`config.mk`:
```
export PLATFORM = sky130hd
export DESIGN_NAME = hpmd_port
export DESIGN_NICKNAME = d
export VERILOG_FILES = /design/src/hpmd_pkg.sv /design/src/hpmd_port.sv
export SDC_FILE = /design/constraint.sdc
export NUM_CORES = 1
export LEC_CHECK = 0
export BUFFER_PORTS_ARGS = -buffer_cell sky130_fd_sc_hd__buf_2
export CAP_MARGIN = 10
export CORE_MARGIN = 3
export CORE_UTILIZATION = 40
export DETAILED_ROUTE_END_ITERATION = 10
export PLACE_DENSITY_LB_ADDON = 0.25
export SLEW_MARGIN = 20
export SYNTH_ARGS = -nofsm -noshare
export SYNTH_HDL_FRONTEND = slang
export SYNTH_SLANG_ARGS = --single-unit
```
`constraint.sdc`:
```
create_clock -name clk_in -period 3.8 [get_ports clk_in]
set_input_delay 0.19 -clock clk_in [delete_from_list [all_inputs] [get_ports clk_in]]
set_output_delay 0.19 -clock clk_in [all_outputs]
set_load 0.005 [all_outputs]
```
`src/hpmd_pkg.sv`:
```
// Shared types and constants for the parallel host port strobe and mode decoder.
// Assumes a single core clock with synchronous, active-low reset.
package hpmd_pkg;
	// ****************************************
	// Strap encodings and reset values
	// ****************************************
	localparam logic STYLE_SEPARATE = 1'b0;
	localparam logic STYLE_DATA_STROBE = 1'b1;
	localparam logic [7:0] RST_DATA = 8'h00;
	localparam logic [7:0] RST_ADDR = 8'h00;
	localparam logic RST_INT = 1'b0;
	localparam logic RST_RDY = 1'b0;
	localparam logic RST_OE = 1'b0;

	// ****************************************
	// Types
	// ****************************************
	typedef enum logic [1:0] {
		HPMD_IDLE = 2'h0,
		HPMD_WAIT = 2'h1,
		HPMD_ACK = 2'h3
	} hpmd_state_t;

	typedef struct packed {
		logic write;
		logic [7:0] addr;
		logic [7:0] wdata;
	} hpmd_req_t;
endpackage

```
`src/hpmd_port.sv`:
```
// Host port front end: decodes strap-selected bus styles into core access requests.
// Assumes host pins are synchronous to clk_in and that straps stay stable between accesses.
`timescale 1ns/1ps
`default_nettype none

// Contract
// - The multiplex strap high means a multiplexed address phase, low means the address sits on dedicated lines.
// - The shared lowest address pin is address bit zero when not multiplexed and the latch enable when multiplexed.
// - The write or data strobe pin is an active-low write enable or an active-low data strobe depending on style.
// - The read pin is an active-low read enable in separate style and a read-high, write-low line in strobe style.
// - The interrupt output is active high in separate style and active low in strobe style.
// - Access completion shows on the ready output as active-high ready or active-low acknowledge, floating at reset.
module hpmd_port (
	input wire logic clk_in,
	input wire logic nrst_in,
	input wire logic bus_style_in,
	input wire logic mux_in,
	input wire logic [6:0] addr_hi_in,
	input wire logic addr0_ale_in,
	input wire logic [7:0] data_in,
	input wire logic sel_n_in,
	input wire logic write_or_data_strobe_n_in,
	input wire logic rd_rw_in,
	input wire logic irq_in,
	input wire logic acc_done_in,
	input wire logic [7:0] acc_rdata_in,
	output logic [7:0] data_out,
	output logic data_oe_out,
	output logic int_out,
	output logic rdy_out,
	output logic rdy_oe_out,
	output logic acc_valid_out,
	output hpmd_pkg::hpmd_req_t acc_req_out
);
	import hpmd_pkg::*;

	// ****************************************
	// Pin decoding
	// ****************************************
	wire logic selected = !sel_n_in;
	wire logic strobe_low = !write_or_data_strobe_n_in;
	wire logic style_ds = (bus_style_in == STYLE_DATA_STROBE);
	wire logic rd_sep = selected && !rd_rw_in;
	wire logic wr_sep = selected && strobe_low;
	wire logic ds_act = selected && strobe_low;
	wire logic rd_ds = ds_act && rd_rw_in;
	wire logic write_or_data_strobe_n = ds_act && !rd_rw_in;
	wire logic rd_act = style_ds ? rd_ds : rd_sep;
	wire logic wr_act = style_ds ? write_or_data_strobe_n : wr_sep;
	wire logic acc_act = rd_act || wr_act;
	wire logic ale_act = mux_in && addr0_ale_in;

	// In multiplexed mode bit zero travels on the data lines during the latch pulse.
	logic [7:0] alat_q;
	wire logic [7:0] addr_mux = alat_q;
	wire logic [7:0] addr_direct = {addr_hi_in, addr0_ale_in};
	wire logic [7:0] addr_sel = mux_in ? addr_mux : addr_direct;

	// ****************************************
	// Access sequencer
	// ****************************************
	hpmd_state_t state_q;
	hpmd_state_t state_d;
	logic [7:0] rdata_q;

	always_comb begin
		state_d = state_q;
		unique case (state_q)
			HPMD_IDLE: begin
				if (acc_act) begin
					state_d = HPMD_WAIT;
				end
			end
			HPMD_WAIT: begin
				// A host that drops its strobe early aborts the access rather than hanging the port.
				if (!acc_act) begin
					state_d = HPMD_IDLE;
				end else if (acc_done_in) begin
					state_d = HPMD_ACK;
				end
			end
			HPMD_ACK: begin
				if (!acc_act) begin
					state_d = HPMD_IDLE;
				end
			end
			default: begin
				state_d = HPMD_IDLE;
			end
		endcase
	end

	wire logic start = (state_q == HPMD_IDLE) && acc_act;
	// Ready is driven only while an access is open, so the pin floats between accesses and in reset.
	wire logic rdy_oe_d = (state_d != HPMD_IDLE);
	wire logic rdy_d = style_ds ? (state_d != HPMD_ACK) : (state_d == HPMD_ACK);
	wire logic data_oe_d = rd_act && (state_d == HPMD_ACK);
	wire logic int_d = style_ds ? !irq_in : irq_in;
	wire logic capture = (state_q == HPMD_WAIT) && acc_act && acc_done_in;
	wire hpmd_req_t req_d = '{write: wr_act, addr: addr_sel, wdata: data_in};

	always_ff @(posedge clk_in) begin
		if (!nrst_in) begin
			state_q <= HPMD_IDLE;
			alat_q <= RST_ADDR;
			rdata_q <= RST_DATA;
		end else begin
			state_q <= state_d;
			if (ale_act) begin
				alat_q <= {addr_hi_in, data_in[0]};
			end
			if (capture) begin
				rdata_q <= acc_rdata_in;
			end
		end
	end

	// ****************************************
	// Registered pin and core outputs
	// ****************************************
	always_ff @(posedge clk_in) begin
		if (!nrst_in) begin
			data_out <= RST_DATA;
			data_oe_out <= RST_OE;
			int_out <= RST_INT;
			rdy_out <= RST_RDY;
			rdy_oe_out <= RST_OE;
			acc_valid_out <= 1'b0;
			acc_req_out <= '0;
		end else begin
			data_out <= capture ? acc_rdata_in : rdata_q;
			data_oe_out <= data_oe_d;
			int_out <= int_d;
			rdy_out <= rdy_d;
			rdy_oe_out <= rdy_oe_d;
			acc_valid_out <= start;
			if (start) begin
				acc_req_out <= req_d;
			end
		end
	end

	// ****************************************
	// Assertions
	// ****************************************
	mode_pick_a: assert property (@(posedge clk_in) disable iff (!nrst_in)
		acc_valid_out |-> acc_req_out.write == ($past(bus_style_in) ? !$past(rd_rw_in) : $past(strobe_low)))
		else $error("Access direction does not follow the bus style strap.");

	mux_addr_a: assert property (@(posedge clk_in) disable iff (!nrst_in)
		(acc_valid_out && !$past(mux_in)) |-> acc_req_out.addr == $past({addr_hi_in, addr0_ale_in}))
		else $error("Non-multiplexed address not taken from dedicated lines.");

	ale_latch_a: assert property (@(posedge clk_in) disable iff (!nrst_in)
		(mux_in && addr0_ale_in) |=> alat_q == $past({addr_hi_in, data_in[0]}))
		else $error("Latch enable did not capture the address.");

	write_start_a: assert property (@(posedge clk_in) disable iff (!nrst_in)
		(state_q == HPMD_IDLE && wr_act) |=> acc_valid_out && acc_req_out.write)
		else $error("Write strobe did not start a write access.");

	read_start_a: assert property (@(posedge clk_in) disable iff (!nrst_in)
		(state_q == HPMD_IDLE && rd_act) |=> acc_valid_out && !acc_req_out.write)
		else $error("Read strobe did not start a read access.");

	irq_pol_a: assert property (@(posedge clk_in) disable iff (!nrst_in)
		$past(nrst_in) |-> int_out == ($past(bus_style_in) ^ $past(irq_in)))
		else $error("Interrupt polarity wrong for the bus style.");

	ready_ack_a: assert property (@(posedge clk_in) disable iff (!nrst_in)
		capture |=> rdy_oe_out && (rdy_out == !$past(bus_style_in)) && (data_oe_out == $past(rd_act)))
		else $error("Completion not shown on the ready pin.");

	bus_float_a: assert property (@(posedge clk_in) disable iff (!nrst_in)
		data_oe_out |-> $past(rd_act) && rdy_oe_out)
		else $error("Data lines driven outside a selected read.");

	ready_wait_a: assert property (@(posedge clk_in) disable iff (!nrst_in)
		acc_valid_out |-> rdy_oe_out && (rdy_out == $past(bus_style_in)))
		else $error("Ready pin not at its waiting level when an access opens.");

	ready_idle_a: assert property (@(posedge clk_in) disable iff (!nrst_in)
		!$past(acc_act) |-> !rdy_oe_out)
		else $error("Ready pin driven with no access active.");

	ready_reset_a: assert property (@(posedge clk_in) disable iff (!nrst_in)
		!$past(nrst_in) |-> !rdy_oe_out)
		else $error("Ready pin driven out of reset.");

	data_reset_a: assert property (@(posedge clk_in) disable iff (!nrst_in)
		!$past(nrst_in) |-> !data_oe_out)
		else $error("Data lines driven out of reset.");

	read_data_a: assert property (@(posedge clk_in) disable iff (!nrst_in)
		capture |=> data_out == $past(acc_rdata_in))
		else $error("Read data on the pins differs from the core data.");

	mux_latch_a: assert property (@(posedge clk_in) disable iff (!nrst_in)
		(acc_valid_out && $past(mux_in)) |-> acc_req_out.addr == $past(alat_q))
		else $error("Multiplexed address not taken from the latch.");

	sep_write_a: assert property (@(posedge clk_in) disable iff (!nrst_in)
		(state_q == HPMD_IDLE && !sel_n_in && strobe_low && rd_rw_in && bus_style_in == STYLE_SEPARATE)
		|=> acc_valid_out && acc_req_out.write)
		else $error("Separate-style write enable did not start a write.");

	ds_write_a: assert property (@(posedge clk_in) disable iff (!nrst_in)
		(state_q == HPMD_IDLE && !sel_n_in && strobe_low && !rd_rw_in && bus_style_in == STYLE_DATA_STROBE)
		|=> acc_valid_out && acc_req_out.write)
		else $error("Data strobe with write level did not start a write.");

	sep_read_a: assert property (@(posedge clk_in) disable iff (!nrst_in)
		(state_q == HPMD_IDLE && !sel_n_in && !strobe_low && !rd_rw_in && bus_style_in == STYLE_SEPARATE)
		|=> acc_valid_out && !acc_req_out.write)
		else $error("Separate-style read enable did not start a read.");

	ds_read_a: assert property (@(posedge clk_in) disable iff (!nrst_in)
		(state_q == HPMD_IDLE && !sel_n_in && strobe_low && rd_rw_in && bus_style_in == STYLE_DATA_STROBE)
		|=> acc_valid_out && !acc_req_out.write)
		else $error("Data strobe with read level did not start a read.");

	ds_idle_a: assert property (@(posedge clk_in) disable iff (!nrst_in)
		(state_q == HPMD_IDLE && bus_style_in == STYLE_DATA_STROBE && !strobe_low) |=> !acc_valid_out)
		else $error("Access started without the data strobe.");

	deselect_quiet_a: assert property (@(posedge clk_in) disable iff (!nrst_in)
		sel_n_in |=> !acc_valid_out)
		else $error("Access started without chip select.");
endmodule

`default_nettype wire

```
Yosys cells after proc, flatten, opt, wreduce, memory -nomap -nowiden:

Index checks and enable logic that the tools add are counted.

* input port bits: 33
* output and inout port bits: 30
* flip-flop bits (word level): 40
* word-level logic and storage cells: 41

* reductions and logical operators: 16
* mux-type cells: 10
* equal/unequal tests: 4

Operators with widths (number)
* $logic_and A1 B1 Y1: 9
* $mux W2: 4
* $mux W8: 1
* $pmux W2 S3: 1
* $eq A2 B2 Y1 const B: 2
* $logic_not A1 Y1: 4
* $mux W1: 4
* $eq A2 B1 Y1 const B: 1
* $logic_not A2 Y1: 1
* $ne A2 B2 Y1 const B: 1
* $reduce_bool A2 Y1: 1
* $logic_or A1 B1 Y1: 1

Depth between registers and ports, before layout:

Gate-level depths: netlist of the first run.

* word-level depth: 9
* mapped depth: 6
* gate-level depth less buffers: 3

Worst setup path before layout of the first run:

Ideal clock, no wire load.

* path type: input to register
* start: input bus_style_in
* end: register data_out[0]
* setup time: 0.072 ns
* arrival: 1.261 ns
* data required time: 3.728 ns
* setup slack: 2.467 ns
* buffers on the path: 1
* stages: 4
* cells stage by stage: buf_6 > o21a_4 > nor4_4 > mux2i_1

* word-level cells in the longest chain between the ends: 4
* elaborated cells on any way between the ends: 5
* those cells by class: 2 x mux; 3 x reduce/logical

RTL lines
* start, declared: line hpmd_port.sv:16 `input wire logic bus_style_in,`
* $mux W1 (on tied branches): line hpmd_port.sv:48, hpmd_port.sv:49
* $logic_or A1 B1 Y1 *: line hpmd_port.sv:50 `wire logic acc_act = rd_act || wr_act;`
* $logic_and A1 B1 Y1 * (2 in series): line hpmd_port.sv:99 `wire logic capture = (state_q == HPMD_WAIT) && acc_act && acc_done_in;`
* end signal, assigned: line hpmd_port.sv:131 `data_out <= capture ? acc_rdata_in : rdata_q;`
* end, declared: line hpmd_port.sv:27 `output logic [7:0] data_out,`

Mark *: on every way between the ends. The rest lies on a longest branch, timed or not.
A chain may end at the register's enable or synchronous reset.

Worst setup path after layout of the first run:

* start: register state_q[1]
* end: register acc_req_out[7] (netlist name)

* word-level cells in the longest chain between the ends: 2

RTL lines
* start, declared: line hpmd_port.sv:62 `hpmd_state_t state_q;`
* start signal, assigned: line hpmd_port.sv:108 `state_q <= state_d;`
* $logic_not A2 Y1: line hpmd_port.sv:93 `wire logic start = (state_q == HPMD_IDLE) && acc_act;`
* $logic_and A1 B1 Y1: line hpmd_port.sv:93
* end signal, assigned: line hpmd_port.sv:138 `acc_req_out <= req_d;`
* end, declared: line hpmd_port.sv:33 `output hpmd_pkg::hpmd_req_t acc_req_out`

Every way passes these cells.

==> flow_metrics.py, run 1 <==
metrics = {
    "worst_hold_path": {
        "worstHoldPathType": "in2reg",
    },
    "global_routing": {
        "grt_overflow_total": 0,
        "grt_pass1_wl_mm": 5.82,
        "grt_max_degree": 56,
        "grt_pass1_vias": 1236,
        "track_usage_pct": 14.4,
        "antenna_found_initial": 0,
    },
    "yosys": {
        "ys_types": 28,
        "ys.flop_type": "dfxtp_1",
        "synthesis.nets": 211,
        "syn_area_per_cell_um2": 9.36,
        "postSynthRegisterBits": 40,
        "synth_edf_count": 0,
        "synthesis.area_um2": 1670,
        "yosysSeqAreaShare_pct": 48.0,
        "synth-async-reset-ratio_pct": 0,
        "synthCells": 178,
        "yosysWarnings": 0,
    },
    "die": {
        "core_area_um2": 3830,
        "pin_count": 63,
        "die_w_um": 70.6,
        "die_y_um": 70.6,
        "num_rows": 22,
        "dieArea_um2": 4980,
        "start_util_pct": 43.6,
    },
    "final_layout": {
        "final_common_cell": "buf_2",
        "layout_common_cells": "buf_2 (62), nand2_1 (43), dfxtp_1 (40)",
        "diodes": 0,
        "multi_input_area_um2": 796,
        "seq_area_um2": 801,
        "fillers": 365,
        "drive_above_1_share_pct": 31.3,
        "nets": 265,
        "area_growth_pct": 24.7,
    },
    "clock_tree": {
        "cts-root-buf": "clkbuf_8",
        "cts_sinks": 40,
        "clk_path_buf_depth": 2,
        "postCtsHoldBufs": 0,
        "path_clk_slew_ps": 80,
        "cts_htree_levels": 2,
        "cts_tree": "yes",
        "cts_resized": 0,
        "clk_latency_ps": 290,
        "cts_inserted_buffers": 5,
        "postCtsSetupBuffers": 0,
    },
    "timing": {
        "slew_headroom_pct": 44.3,
        "fin_crit_sh_pct": 53.6,
        "period_needed_ps": 2040,
        "fmax_ghz": 0.491,
        "hold_violations": 0,
        "tns_ps": 0,
        "clock_skew_ps": 3.47,
        "setup-violations-final": 0,
        "tightest_slew_ps": 835,
        "rsz0062_at_grt": "false",
        "final-max-slew-violation-count": 0,
    },
    "detailed_routing": {
        "drc": 0,
        "drt-total-wl_mm": 3.55,
        "drt_first_pass_iters": 4,
        "wire_per_inst_um": 12.6,
        "vias": 1382,
        "vias_per_cell": 4.92,
        "drtAntennaViolNets": 0,
        "detail_route.iter0.violations": 100,
    },
    "worst_setup_path": {
        "cp.arrival_ps": 2250,
        "critPathMaxFanout": 17,
        "end_kind": "flop",
        "required_ps": 4010,
        "worstSetupPathType": "reg2reg",
        "startpoint_type": "flop",
    },
    "placed_design": {
        "io_buffers": 62,
        "gp_congestion": 0.731,
        "dpl.hpwl_mm": 2.49,
    },
    "pwr": {
        "p_leak_nw": 1.01,
        "powerDensity_nw_per_um2": 429,
        "finalPower_mw": 0.892,
        "ir_worst_vdd_uv": 209,
    },
    "status": {
        "status": "finished, final reports clean",
    },
    "run": {
        "drv_cap": 0,
    },
}
## flip-flops by register name (all words and copies together) (netlist names)
signal         flops
rdy_out            1
acc_valid_out      1
addr_mux           8
rdy_oe_out         1
int_out            1
data_oe_out        1
data_out           8
state_q            2
acc_req_out       17
## critical path, cell delays in order (launching register included)
cell and delay [ps]:
dfxtp_1 370, nor3_2 590, and2_1 730, mux2i_1 270
## stage by stage
| stage | hold WS [ps] | utilization, % | area [um2] | cells | setup WS [ps] |
|---|---|---|---|---|---|
| finish | 139 | 54.3 | 2080 | 281 | 1760 |
| global route | 128 | 54.3 | 2080 | 281 | 1560 |
| CTS | 131 | 54.2 | 2070 | 281 | 1430 |
| detailed placement | 443 | 51.4 | 1970 | 273 | 1400 |
| global placement | 437 | 51.4 | 1970 | 273 | 1560 |
| floorplan | 332 | - | 1670 | 178 | 2470 |
## worst paths after layout
| kind | from | to | slack (ps) | cells past startpoint |
|---|---|---|---|---|
| worst max-delay path | state_q[1] | acc_req_out[7] | 1760 | 3 |
| worst min-delay path | acc_rdata_in[2] | data_out[2] | 140 | 3 |
| worst max register to register | state_q[1] | acc_req_out[7] | 1760 | 3 |
| worst min register to register | addr_mux[3] | addr_mux[3] | 450 | 2 |
## Yosys cell counts (2+ instances only)
cell type / count / area [um2]
mux2i_1: 24 / 240
o211a_1: 8 / 80.1
nor3_1: 5 / 25.0
nand3_1: 16 / 80.1
o21ai_1: 2 / 10.0
o21ai_0: 2 / 10.0
and2_1: 2 / 12.5
clkbuf_1: 9 / 33.8
nand2_1: 43 / 161
buf_2: 2 / 10.0
a21boi_1: 9 / 67.6
dfxtp_1: 40 / 801
## per-layer routing
metal  vias to the layer above  track usage, %  routed length [um]
met2                        42            21.1                1580
li1                        721               -                   -
met5                         -               0                   0
met3                         6            5.26                 261
met1                       613            19.5                1660
met4                         0            5.64                  49
## power by group
part           total (mW)  internal [mW]  leakage [nW]  switching (mW)
sequential          0.449          0.439         0.327          0.0103
combinational       0.104         0.0490         0.624          0.0550
clock               0.339          0.195        0.0552           0.144
total               0.892          0.683          1.01           0.209
## cell families (layout without fill, tap and decap cells)
kind of cell           after synthesis  after routing  share of synthesized area [%]
buffers and inverters               16             71                           4.50
multiplexers                        24             24                           14.4
AND/OR/NAND/NOR                     71             71                           19.7
flip-flops                          40             40                           48.0
AO/OA/AOI/OAI                       26             26                           12.8
XOR/XNOR                             1              1                          0.526
## layout make-up
type	instances	share of cell area [%]
clock buffers	6	3.49
flip-flops and latches	40	38.5
multi-input cells	122	38.3
well taps	48	2.89
inverters	1	0.181
clock inverters	2	1.69
repair buffers	62	14.9
(Power assumes the default switching activity.)
==> run 2, diff against run 1 <==
- clock period: 3.8 -> 1.7 ns (I/O delays scaled with it)
==> flow_metrics.py, run 2 (synthesis gave the netlist of run 1 again) <==
metrics = {
    "status": {
        "status": "finished, final reports clean",
    },
    "worst_hold_path": {
        "hp-start": "acc_rdata_in[5]",
        "worstHoldPathType": "in2reg",
        "hold_depth": 3,
        "hold-path-endpoint": "data_out[5]",
    },
    "clock_tree": {
        "clk_path_buf_depth": 2,
        "clk_latency_ps": 290,
        "cts_sinks": 40,
        "path_clk_slew_ps": 80,
        "cts-root-buf": "clkbuf_8",
        "cts_resized": 0,
        "cts_tree": "yes",
        "postCtsSetupBuffers": 0,
        "cts_inserted_buffers": 5,
        "cts_htree_levels": 2,
        "postCtsHoldBufs": 0,
    },
    "final_layout": {
        "diodes": 0,
        "drive_above_1_share_pct": 32.8,
        "largest_reg_flops": 17,
        "post-route-util_pct": 55.6,
        "area_growth_pct": 27.6,
        "nets": 270,
        "top_register": "acc_req_out",
        "final_common_cell": "buf_2",
        "fillers": 364,
        "layout_common_cells": "buf_2 (62), nand2_1 (43), dfxtp_1 (40)",
    },
    "worst_setup_path": {
        "end_kind": "flop",
        "reg2reg_to": "acc_req_out[1]",
        "r2r_start": "state_q[1]",
        "required_ps": 1910,
        "r2r_setup_slack_ps": 420,
        "cp.arrival_ps": 1500,
        "worstSetupPathType": "reg2reg",
        "reg2reg_depth": 4,
        "critPathMaxFanout": 17,
        "startpoint_type": "flop",
    },
    "placed_design": {
        "dp_slack_ps": 428,
        "io_buffers": 62,
        "dpl.hpwl_mm": 2.53,
        "gp_congestion": 0.674,
    },
    "global_routing": {
        "grt_pass1_wl_mm": 5.85,
        "track_usage_pct": 14.6,
        "antenna_found_initial": 0,
        "grt_pass1_vias": 1285,
        "grt_max_degree": 48,
        "grt_overflow_total": 0,
    },
    "timing": {
        "tightest_slew_ps": 364,
        "clock_skew_ps": 7.83,
        "tns_ps": 0,
        "fmax_ghz": 0.779,
        "final-max-slew-violation-count": 0,
        "setup-violations-final": 0,
        "worst_slack_ps": 416,
        "whs_ps": 34.7,
        "slew_headroom_pct": 75.8,
        "fin_crit_sh_pct": 75.5,
        "rsz0062_at_grt": "false",
        "period_needed_ps": 1280,
        "hold_violations": 0,
    },
    "die": {
        "dieArea_um2": 4980,
        "start_util_pct": 43.6,
        "die_y_um": 70.6,
        "num_rows": 22,
        "core_area_um2": 3830,
        "pin_count": 63,
        "die_w_um": 70.6,
    },
    "detailed_routing": {
        "vias": 1406,
        "drt_first_pass_iters": 4,
        "vias_per_cell": 4.92,
        "wire_per_inst_um": 12.5,
        "drtAntennaViolNets": 0,
        "drt-total-wl_mm": 3.59,
        "detail_route.iter0.violations": 42,
        "drc": 0,
    },
    "pwr": {
        "p_leak_nw": 1.03,
        "finalPower_mw": 2.02,
        "powerDensity_nw_per_um2": 948,
        "ir_worst_vdd_uv": 500,
    },
    "run": {
        "drv_cap": 0,
    },
}
-- run 2: cell types whose count changed in the layout (fill, tap and decap cells not counted) --
cell | previous run | this run
buf_4 | 0 | 4
buf_12 | 0 | 1
clkbuf_1 | 1 | 0
clkinvlp_4 | 0 | 1
nor3_1 | 4 | 5
nor3_2 | 1 | 0
o21ai_0 | 1 | 2
o21ai_1 | 3 | 2
-- run 2: routing by layer --
layer / part of all wire (%) / vias up / GRT usage [%]
met5: 0 / - / 0
met4: 1.5 / 0 / 5.64
met3: 8.4 / 7 / 6.25
met2: 43 / 45 / 22.0
met1: 47 / 619 / 18.6
li1: - / 735 / -
-- run 2: worst max path at each step --
stage                          start              to  slack [ps]
after global routing      state_q[1]  acc_req_out[1]         290
after floorplan           state_q[1]  acc_req_out[0]         450
after detailed placement  state_q[1]  acc_req_out[1]         430
final                     state_q[1]  acc_req_out[1]         420
after CTS                 state_q[1]  acc_req_out[1]         400
after global placement    state_q[1]  acc_req_out[4]         470
-- run 2: through the flow --
stage | instance area (um2) | instances
after detailed placement | 2020 | 278
after global routing | 2130 | 286
final | 2130 | 286
after floorplan | 1670 | 178
after global placement | 2020 | 278
after CTS | 2130 | 286
-- run 2: worst max-delay path, cell delays in order, from the launching register on --
cell,delay [ps]
dfxtp_1,360
nor3_1,220
and2_1,150
buf_4,250
mux2i_1,220
-- run 2: area by class of cell --
class                           count  area, um2  area share (%)
Clock buffer                        5       68.8            3.24
Clock inverter                      3       42.5            2.00
Inverter                            1       3.75           0.176
Multi-Input combinational cell    122        791            37.2
Sequential cell                    40        801            37.6
Tap cell                           48       60.1            2.82
Timing Repair Buffer               67        360            16.9
-- run 2: power by group --
part	internal (mW)	switching [mW]
clock	0.434	0.334
combinational	0.119	0.126
sequential	0.982	0.0213
